===== src/sac_defs.svh =====
// timing counts and reset values for the step attenuator control port
`ifndef SAC_DEFS_SVH
`define SAC_DEFS_SVH

`define SAC_CLK_PERIOD_NS 100
`define SAC_ATTEN_W 7
`define SAC_WORD_W 8
`define SAC_ATTEN_MAX 7'h7F
`define SAC_SCLK_HALF_NS 20
`define SAC_STB_DELAY_NS 10
`define SAC_STB_WIDTH_NS 10
`define SAC_MODE_SETUP_NS 100
`define SAC_CEIL_CYC(ns) (((ns) + `SAC_CLK_PERIOD_NS - 1) / `SAC_CLK_PERIOD_NS)
`define SAC_SCLK_HALF_CYC 4
`define SAC_STB_DELAY_CYC `SAC_CEIL_CYC(`SAC_STB_DELAY_NS)
`define SAC_STB_WIDTH_CYC `SAC_CEIL_CYC(`SAC_STB_WIDTH_NS)
`define SAC_MODE_SETUP_CYC `SAC_CEIL_CYC(`SAC_MODE_SETUP_NS)

`endif


===== src/sac_pkg.sv =====
// state type of the host end of the step attenuator control port
`default_nettype none
package sac_pkg;
    typedef enum logic [2:0] {
        SAC_IDLE = 3'h0,
        SAC_SHIFT_LO = 3'h1,
        SAC_SHIFT_HI = 3'h3,
        SAC_STB_WAIT = 3'h2,
        SAC_STB_HIGH = 3'h6,
        SAC_PAR_WAIT = 3'h7,
        SAC_PAR_LOW = 3'h5,
        SAC_PAR_HIGH = 3'h4
    } sac_host_state_t;
endpackage : sac_pkg
`default_nettype wire


===== src/sac_if.sv =====
// pin bundle between attenuator control port and host
`timescale 1ns/1ps
`default_nettype none
interface sac_if;
    logic serial_sel;
    logic latch_strobe;
    logic sclk;
    logic sdata;
    logic [6:0] par_atten;
    modport dev (input serial_sel, latch_strobe, sclk, sdata, par_atten);
    modport host (output serial_sel, latch_strobe, sclk, sdata, par_atten);
endinterface : sac_if
`default_nettype wire


===== src/sac_host.sv =====
// host end: drives serial words or parallel loads into the port
`timescale 1ns/1ps
`default_nettype none
`include "sac_defs.svh"
module sac_host
    import sac_pkg::*;
(
    input wire logic core_clk,
    input wire logic rst_b,
    sac_if.host pins,
    input wire logic req,
    input wire logic req_serial,
    input wire logic req_direct,
    input wire logic [6:0] req_atten,
    output logic busy
);
    // ----------------------------------------
    // state
    // ----------------------------------------
    typedef struct packed {
        sac_host_state_t fsm;
        logic [7:0] cnt;
        logic [3:0] bits;
        logic [7:0] word;
        logic sel;
        logic stb;
        logic sclk;
        logic sdata;
        logic [6:0] par;
        logic direct;
        logic busy;
    } sac_host_st_t;

    sac_host_st_t st;
    sac_host_st_t next_st;

    always_comb begin
        next_st = st;
        if (st.cnt != 8'h00) begin
            next_st.cnt = st.cnt - 8'h01;
        end
        case (st.fsm)
            SAC_IDLE: begin
                next_st.busy = 1'b0;
                if (req) begin
                    next_st.busy = 1'b1;
                    next_st.direct = req_direct;
                    if (req_serial) begin
                        next_st.sel = 1'b1;
                        next_st.par = 7'h00;
                        next_st.stb = 1'b0;
                        next_st.word = {1'b0, req_atten};
                        next_st.bits = 4'h0;
                        next_st.cnt = 8'(`SAC_SCLK_HALF_CYC);
                        next_st.fsm = SAC_SHIFT_LO;
                    end else begin
                        next_st.sclk = 1'b0;
                        next_st.sdata = 1'b0;
                        next_st.stb = 1'b0;
                        next_st.par = req_atten;
                        next_st.cnt = st.sel ? 8'(`SAC_MODE_SETUP_CYC)
                                             : 8'h01;
                        next_st.sel = 1'b0;
                        next_st.fsm = SAC_PAR_WAIT;
                    end
                end
            end
            SAC_SHIFT_LO: begin
                next_st.sclk = 1'b0;
                next_st.sdata = st.word[0];
                if (st.cnt == 8'h00) begin
                    next_st.sclk = 1'b1;
                    next_st.word = {1'b0, st.word[7:1]};
                    next_st.bits = st.bits + 4'h1;
                    next_st.cnt = 8'(`SAC_SCLK_HALF_CYC);
                    next_st.fsm = SAC_SHIFT_HI;
                end
            end
            SAC_SHIFT_HI: begin
                if (st.cnt == 8'h00) begin
                    next_st.sclk = 1'b0;
                    next_st.cnt = 8'(`SAC_SCLK_HALF_CYC);
                    next_st.fsm = (st.bits == 4'h8) ? SAC_STB_WAIT
                                                    : SAC_SHIFT_LO;
                end
            end
            SAC_STB_WAIT: begin
                if (st.cnt == 8'h00) begin
                    next_st.stb = 1'b1;
                    next_st.cnt = 8'(`SAC_SCLK_HALF_CYC);
                    next_st.fsm = SAC_STB_HIGH;
                end
            end
            SAC_STB_HIGH: begin
                if (st.cnt == 8'h00) begin
                    next_st.stb = 1'b0;
                    next_st.fsm = SAC_IDLE;
                end
            end
            SAC_PAR_WAIT: begin
                if (st.cnt == 8'h00) begin
                    next_st.stb = st.direct;
                    next_st.cnt = 8'(`SAC_SCLK_HALF_CYC);
                    next_st.fsm = st.direct ? SAC_IDLE : SAC_PAR_LOW;
                end
            end
            SAC_PAR_LOW: begin
                if (st.cnt == 8'h00) begin
                    next_st.stb = 1'b1;
                    next_st.cnt = 8'(`SAC_SCLK_HALF_CYC);
                    next_st.fsm = SAC_PAR_HIGH;
                end
            end
            SAC_PAR_HIGH: begin
                if (st.cnt == 8'h00) begin
                    next_st.stb = 1'b0;
                    next_st.fsm = SAC_IDLE;
                end
            end
            default: next_st.fsm = SAC_IDLE;
        endcase
    end

    always_ff @(posedge core_clk or negedge rst_b) begin
        if (!rst_b) begin
            st <= '0;
        end else begin
            st <= next_st;
        end
    end

    assign pins.serial_sel = st.sel;
    assign pins.latch_strobe = st.stb;
    assign pins.sclk = st.sclk;
    assign pins.sdata = st.sdata;
    assign pins.par_atten = st.par;
    assign busy = st.busy;
endmodule : sac_host
`default_nettype wire


===== src/flat_wrapper.sv =====
// flat-port wrapper written by rule: the top's interface ports become plain ports
module sac_host_flat import sac_pkg::*;
  (core_clk, rst_b, req, req_serial, req_direct, req_atten, busy, pins_serial_sel, pins_latch_strobe, pins_sclk, pins_sdata, pins_par_atten);
  sac_if pins_i ();
  input wire logic core_clk;
  input wire logic rst_b;
  input wire logic req;
  input wire logic req_serial;
  input wire logic req_direct;
  input wire logic [6:0] req_atten;
  output logic busy;
  output wire logic [$bits(pins_i.serial_sel)-1:0] pins_serial_sel;
  output wire logic [$bits(pins_i.latch_strobe)-1:0] pins_latch_strobe;
  output wire logic [$bits(pins_i.sclk)-1:0] pins_sclk;
  output wire logic [$bits(pins_i.sdata)-1:0] pins_sdata;
  output wire logic [$bits(pins_i.par_atten)-1:0] pins_par_atten;
  assign pins_serial_sel = pins_i.serial_sel;
  assign pins_latch_strobe = pins_i.latch_strobe;
  assign pins_sclk = pins_i.sclk;
  assign pins_sdata = pins_i.sdata;
  assign pins_par_atten = pins_i.par_atten;
  sac_host u_core (.core_clk(core_clk), .rst_b(rst_b), .pins(pins_i), .req(req), .req_serial(req_serial), .req_direct(req_direct), .req_atten(req_atten), .busy(busy));
endmodule

===== config.mk =====
export PLATFORM = sky130hd
export DESIGN_NAME = sac_host_flat
export DESIGN_NICKNAME = d
export VERILOG_FILES = /design/src/sac_pkg.sv /design/src/sac_if.sv /design/src/sac_host.sv /design/src/flat_wrapper.sv
export VERILOG_INCLUDE_DIRS = /design/src /design/src/src
export SDC_FILE = /design/constraint.sdc
export NUM_CORES = 1
export LEC_CHECK = 0
export BUFFER_PORTS_ARGS = -buffer_cell sky130_fd_sc_hd__buf_2
export CAP_MARGIN = 20
export CORE_MARGIN = 8
export CORE_UTILIZATION = 57
export CTS_CLUSTER_SIZE = 14
export DETAILED_ROUTE_END_ITERATION = 10
export PLACE_DENSITY = 0.79
export SLEW_MARGIN = 20
export SYNTH_ARGS = -nofsm -noshare
export SYNTH_HDL_FRONTEND = slang
export SYNTH_SLANG_ARGS = --single-unit

===== constraint.sdc =====
create_clock -name core_clk -period 2.3 [get_ports core_clk]
set_input_delay 0.69 -clock core_clk [delete_from_list [all_inputs] [get_ports core_clk]]
set_output_delay 0.69 -clock core_clk [all_outputs]
set_load 0.05 [all_outputs]

==> flow_summary.toml, run 1 <==
[status]
outcome = "finished clean"

[worst_setup_path]
start_kind = "flip-flop"
worst-path-max-fanout = 12
worst-setup-path-type = "flip-flop to flip-flop"
critPathRequiredTime_ns = 2.53
max_stage_delay_ns = 0.41
critPathCaptureType = "flip-flop"
critical_path_arrival_ns = 2.37
cp_slowest_cell = "sky130_fd_sc_hd__dfrtp_1"
crit_chain = "inv_1 -> ha_1 -> nor4b_4 -> and2_2 -> inv_2 -> a221o_1 -> a21o_1"

[drt]
detail_route.first_pass.iterations = 4
vias_per_cell = 5.74
num_vias = 1458
detail_route.iter0.violations = 99
ant_nets_after_route = 0
detail_route.wirelength_mm = 4.04
drcViolationCount = 0
wl_per_cell_um = 15.9

[layout]
layout_cell_share_with_drive_strength_beyond_1 = 0.205
syn2layout_area_growth_pct = 8.44
ff_latch_area_um2 = 876
n_fill_cell = 258
postLayoutCoreUtil = 0.653
num-nets-final = 225
final_design_area_no_fill_um2 = 1990
final_cell_count_no_fill = 254
insertedDiodeCount = 0
multi_input_comb_area_um2 = 827

[yosys]
postSynthNetCount = 208
compound_gate_fraction_of_synth_area = 0.140
synth_adder_area_share = 0.0272
synth_sequential_area_ratio = 0.476
synth_xor_area_frac = 0.0143
synth_mux_area_frac = 0.0224
dominantRegCellSynth = "sky130_fd_sc_hd__dfrtp_1"
synth.ff_latch_count = 35
netlist.top_cell.by_area = "sky130_fd_sc_hd__dfrtp_1"
yosysWarningCount = 0
synth_area_in_simple_gates = 0.245
synth-async-reset-ratio = 1.00
synth_cell_type_count = 43
netlist_area_um2 = 1840
synth.avg_cell_area_um2 = 9.58
leading_cell_types_by_total_area_after_synthesis = "sky130_fd_sc_hd__dfrtp_1 48%, sky130_fd_sc_hd__nand2_1 6.7%, sky130_fd_sc_hd__a221o_1 3.8%"
synth_top_family_by_area = "simple AND/OR/NAND/NOR gates"
synth_cells = 192
edff_count_synth = 0
yosysTopAreaCellShare = 0.476

[pwr]
pwr_density_cell_nw_per_um2 = 1300
lkg_pwr_nw = 0.982
power_mw = 2.60
peakVddDrop_uv = 577

[sta]
fmax_ghz = 0.467
final_report_setup_violation_count = 0
report.final.slew_viol_count = 0
maxSlewHeadroom = 0.495
totalNegativeSetupSlack_ns = 0
layout_setup_ws_ns = 0.156
finalHoldViolations = 0
post_route_fraction_of_the_period_consumed_by_the_critical_path = 0.932
final.min_clock_period_ns = 2.14
grt_setup_unrepaired = "no"
hold_slack_ns = 0.412
finalClockSkew_ns = 0.0121
timing_worst_slew_pin_value_ns = 0.758

[cts]
cts-root-buf = "sky130_fd_sc_hd__clkbuf_4"
htree_num_levels = 2
tritoncts_clock_tree = "built"
clock_network_latency_to_the_later_pin_of_the_worst_skew_pair_ns = 0.33
clock_sinks = 35
cts_post_setup_buffers_inserted = 0
clkTransAtPathRegs_ns = 0.11
max_buffers_root_to_sink = 2
clock_buffer_count_from_cts = 5

[global_route]
grt_pass1_wl_mm = 6.90
grt_antenna_before_repair = 0
grt_remaining_overflow = 0
grt_start_max_net_pins = 36
grt_pass1_vias = 1508
grt_usage = 0.168

[die]
core_um2 = 3050
dieWidth_um = 72.8
floorplan.die.height_um = 72.8
pin_count = 24
rows = 20
start_util = 0.602
dieArea_um2 = 5300

[placed_design]
globalplace.congestion = 0.948
port-buffer-count = 23
detailed_place_hpwl_mm = 2.93
dpl_worst_slack_ns = 0.157
place_area_um2 = 1940
placed_cells = 246

[flow_run]
timing.max_cap.violations = 0

[worst_hold_path]
timing.hold.worst.class = "input pin to async pin"
## worst paths after layout
path	start	end	slack [ns]	cells past startpoint
worst max-delay path	u_core.st[25]	u_core.pins.sclk	0.16	7
worst min-delay path	rst_b	u_core.st[1]	0.41	1
worst max register to register	u_core.st[25]	u_core.pins.sclk	0.16	7
worst min register to register	u_core.pins.par_atten[0]	u_core.pins.par_atten[0]	0.48	2
max in group asynchronous	rst_b	u_core.st[23]	1.40	1
min in group core_clk	u_core.pins.par_atten[0]	u_core.pins.par_atten[0]	0.48	2
## cells by family after synthesis
kind of cell,after synthesis
AND/OR/NAND/NOR,81
AO/OA/AOI/OAI,39
flip-flops,35
buffers and inverters,26
multiplexers,4
adder cells (fa/ha/maj),4
XOR/XNOR,3
## report_power, final
group | internal (mW) | switching, mW | total (mW)
clock | 0.118 | 0.201 | 0.319
combinational | 0.415 | 0.707 | 1.12
sequential | 0.874 | 0.288 | 1.16
## cell usage after synthesis, drive strengths merged, types with 3 or more instances
cell and number:
clkbuf 5, nand2 33, buf 13, ha 4, nand3b 9, nand2b 3
and3 8, a221o 7, o21ai 9, a21oi 13, nor3 5, nor2 8
dfrtp 35, mux2i 3, inv 8
## critical path: cells and delay by family (launching register included)
kind                       cells  cell delay, ns
buffers and inverters          2            0.22
AOI/OAI and AO/OA              2            0.55
DFF                            1            0.41
and+or+nand+nor                2            0.61
adders and majority gates      1            0.24
## metal layers
| layer | global-route usage | vias to the layer above | part of all wire |
|---|---|---|---|
| met5 | 0 | - | 0 |
| met4 | 0.0689 | 0 | 0.018 |
| met3 | 0.0453 | 12 | 0.050 |
| met2 | 0.284 | 52 | 0.49 |
| met1 | 0.194 | 690 | 0.44 |
| li1 | - | 704 | - |
## final cells by class
class                      instances  share of cell area
clock buffer                       6              0.0207
sequential                        35               0.439
clock inverter                     2             0.00627
multi-input combinational        131               0.415
tap                               44              0.0276
inverter                           8              0.0151
timing repair buffer              28              0.0765
## layout by cell type (no fill, tap or decap), drive strengths merged
cell type and count:
a2111oi 1, a211oi 1, a21boi 1, a21o 1
a21oi 13, a221o 7, a221oi 1, a31oi 1
and2 1, and3 8, and4 1, buf 28
clkbuf 6, clkinv 1, clkinvlp 1, dfrtp 35
ha 4, inv 8, mux2 1, mux2i 3
nand2 33, nand2b 3, nand3 2, nand3b 9
nand4 2, nor2 8, nor3 5, nor3b 2
nor4 1, nor4b 2, o21a 1, o21ai 9
o221ai 2, o22ai 1, or3 1, or3b 1
or4 1, or4b 1, xnor2 2, xor2 1
## state kept, by name, summed over array words and instances, names as in the netlist
name / flops
u_core.pins.sdata: 1
u_core.pins.latch_strobe: 1
u_core.busy: 1
u_core.pins.par_atten: 7
u_core.pins.serial_sel: 1
u_core.st: 23
u_core.pins.sclk: 1
## repair_timing
action / in CTS / in global routing
resized for setup: 0 / 1
hold buffers: 0 / 0
setup endpoints to repair: 0 / 1
No activity file was read; power rests on OpenSTA's default activity.
==> run 2, diff against run 1 <==
ABC_AREA = 1   (was unset)
HOLD_SLACK_MARGIN = 0.03   (was unset)
PLACE_DENSITY = 0.78   (was 0.79)
==> run 2 against run 1 <==
Compared with the run above:
- wire length grew 1.6%
- design area grew 6.5%
- fmax grew 24%
- first-iteration DRC count grew 17%
- largest power group is now combinational cells
- die area grew 6.7%
- final cell count grew 20%
- clock power grew 8.8%
==> flow_summary.toml, run 2 <==
[status]
outcome = "finished clean"

[layout]
layout_cell_share_with_drive_strength_beyond_1 = 0.196
num-nets-final = 276
n_fill_cell = 301
largest_reg_flops = 23
mostFrequentLayoutCell = "sky130_fd_sc_hd__nand2_1"
layout.cells.most_common_list = "66 x sky130_fd_sc_hd__nand2_1, 35 x sky130_fd_sc_hd__dfrtp_1, 31 x sky130_fd_sc_hd__nand3_1, 23 x sky130_fd_sc_hd__buf_2, 20 x sky130_fd_sc_hd__inv_1"
syn2layout_area_growth_pct = 6.39
insertedDiodeCount = 0
largest_register = "u_core.st"
multi_input_comb_area_um2 = 917
ff_latch_area_um2 = 876

[drt]
num_vias = 1588
vias_per_cell = 5.19
detail_route.wirelength_mm = 4.11
wl_per_cell_um = 13.4
drcViolationCount = 0
detail_route.iter0.violations = 116
detail_route.first_pass.iterations = 4
ant_nets_after_route = 0

[cts]
clock_network_latency_to_the_later_pin_of_the_worst_skew_pair_ns = 0.34
ctsResizeCount = 0
clock_buffer_count_from_cts = 5
max_buffers_root_to_sink = 2
clkTransAtPathRegs_ns = 0.11
clock_sinks = 35
cts.hold.buffers_added = 0
cts-root-buf = "sky130_fd_sc_hd__clkbuf_4"
cts_post_setup_buffers_inserted = 0
htree_num_levels = 2
tritoncts_clock_tree = "built"

[sta]
maxSlewHeadroom = 0.482
final.min_clock_period_ns = 1.72
grt_setup_unrepaired = "no"
totalNegativeSetupSlack_ns = 0
timing_worst_slew_pin_value_ns = 0.778
final_report_setup_violation_count = 0
finalClockSkew_ns = 0.0127
post_route_fraction_of_the_period_consumed_by_the_critical_path = 0.750
finalHoldViolations = 0
fmax_ghz = 0.580
report.final.slew_viol_count = 0

[pwr]
p_sw_frac = 0.477
lkg_pwr_nw = 1.16
power.internal_mw = 1.45
power.share.combinational = 0.484
pwr_density_cell_nw_per_um2 = 1310
peakVddDrop_uv = 687
power_mw = 2.78
switching_power_mw = 1.33
portion_of_total_power_attributed_to_the_clock_network = 0.125
sequential_fraction_of_design_power = 0.391

[yosys]
yosysWarningCount = 0
edff_count_synth = 0
netlist.top_cell.by_area = "sky130_fd_sc_hd__dfrtp_1"
synth.ff_latch_count = 35
dominantRegCellSynth = "sky130_fd_sc_hd__dfrtp_1"
commonest_cells_in_the_synthesized_netlist = "66 x sky130_fd_sc_hd__nand2_1, 35 x sky130_fd_sc_hd__dfrtp_1, 31 x sky130_fd_sc_hd__nand3_1"
synth.avg_cell_area_um2 = 8.29
synth_area_in_simple_gates = 0.326
compound_gate_fraction_of_synth_area = 0.0902
synth_xor_area_frac = 0.0175
cell_with_the_most_instances_after_synthesis = "sky130_fd_sc_hd__nand2_1"
synth_cell_type_count = 29
leading_cell_types_by_total_area_after_synthesis = "sky130_fd_sc_hd__dfrtp_1 44%, sky130_fd_sc_hd__nand2_1 12%, sky130_fd_sc_hd__nand3_1 7.8%"
synth-async-reset-ratio = 1.00
synth_mux_area_frac = 0
synth_top_family_by_area = "simple AND/OR/NAND/NOR gates"
synth_sequential_area_ratio = 0.439
synth_cells = 241
netlist_area_um2 = 2000
synth_adder_area_share = 0.0251
yosysTopAreaCellShare = 0.439
postSynthNetCount = 257

[placed_design]
detailed_place_hpwl_mm = 3.05
globalplace.congestion = 0.840
port-buffer-count = 23

[worst_setup_path]
max_stage_delay_ns = 0.38
start_kind = "flip-flop"
critPathRequiredTime_ns = 2.55
crit_chain = "inv_1 -> ha_1 -> nand2_1 -> nor2_1 -> nand2_1 -> ha_1 -> o211ai_1"
critPathTopFamily = "adder cells"
critical_path_arrival_ns = 1.98
cp_slowest_cell = "sky130_fd_sc_hd__dfrtp_1"
reg2reg_slack_ns = 0.58
critical_path.n_buffers_inverters = 1
worst-path-max-fanout = 7
worst-setup-path-type = "flip-flop to flip-flop"
critPathCaptureType = "flip-flop"

[die]
rows = 21
floorplan.die.height_um = 75.2
start_util = 0.594
pin_count = 24
core_um2 = 3360
dieWidth_um = 75.2
dieArea_um2 = 5650

[global_route]
grt_start_max_net_pins = 36
grt_pass1_wl_mm = 6.78
grt_usage = 0.157
grt_antenna_before_repair = 0
grt_remaining_overflow = 0
grt_pass1_vias = 1498

[worst_hold_path]
timing.hold.worst.class = "input pin to async pin"

[flow_run]
timing.max_cap.violations = 0
==> run 2: cell types whose count changed after synthesis, moves of 5 or more <==
cell	change
sky130_fd_sc_hd__and3_1	-8
sky130_fd_sc_hd__nor2_1	+11
sky130_fd_sc_hd__nand3b_1	-8
sky130_fd_sc_hd__nand3_1	+29
sky130_fd_sc_hd__nand2_1	+33
sky130_fd_sc_hd__clkbuf_1	-5
sky130_fd_sc_hd__a21oi_1	-7
sky130_fd_sc_hd__a221o_1	-7
sky130_fd_sc_hd__buf_2	-5
sky130_fd_sc_hd__a22o_1	+7
sky130_fd_sc_hd__inv_1	+13
sky130_fd_sc_hd__nand2_4	+5
==> run 2: logic make-up after synthesis <==
kind of cell    count (synthesis)
simple gates                  134
fa+ha+maj                       4
compound gates                 27
xor+xnor                        4
buf+inv                        37
flops                          35
==> run 2: layer usage <==
metal	up-vias	routed length (um)	part of all wire	GRT usage
li1	811	-	-	-
met1	729	1910	0.47	0.204
met2	42	1890	0.46	0.246
met3	6	260	0.063	0.0519
met4	0	45	0.011	0.0405
met5	-	0	0	0
==> run 2: power by group through the flow <==
stage	Sequential [mW]	Clock (mW)	Combinational, mW
floorplan	1.19	0	1.01
global placement	1.09	0	1.32
detailed placement	1.10	0	1.35
CTS	1.08	0.354	1.35
global route	1.11	0.376	1.51
finish	1.09	0.347	1.35
==> run 2: path summary, 6_finish.rpt <==
check	from	depth (start not counted)	end
max in group asynchronous	rst_b	1	u_core.st[29]
setup reg to reg	u_core.st[25]	7	u_core.st[25]
setup / recovery	u_core.st[25]	7	u_core.st[25]
hold / removal	rst_b	1	u_core.pins.latch_strobe
min in group core_clk	u_core.pins.sclk	2	u_core.pins.sclk
hold reg to reg	u_core.pins.sclk	2	u_core.pins.sclk
==> run 2: stage by stage <==
step	cells	instance area, um2	utilization	setup slack, ns	hold WS (ns)
floorplan	241	2000	-	0.795	0.394
global placement	299	2070	0.615	0.534	0.453
detailed placement	299	2070	0.615	0.515	0.459
CTS	306	2120	0.632	0.593	0.431
global route	306	2120	0.632	0.462	0.478
finish	306	2120	0.632	0.575	0.408
==> run 2: cell type report <==
class | count | share of cell area
Sequential cell | 35 | 0.412
Tap cell | 46 | 0.0271
Clock buffer | 6 | 0.0241
Multi-Input combinational cell | 169 | 0.432
Clock inverter | 1 | 0.00236
Inverter | 26 | 0.0483
Timing Repair Buffer | 23 | 0.0542
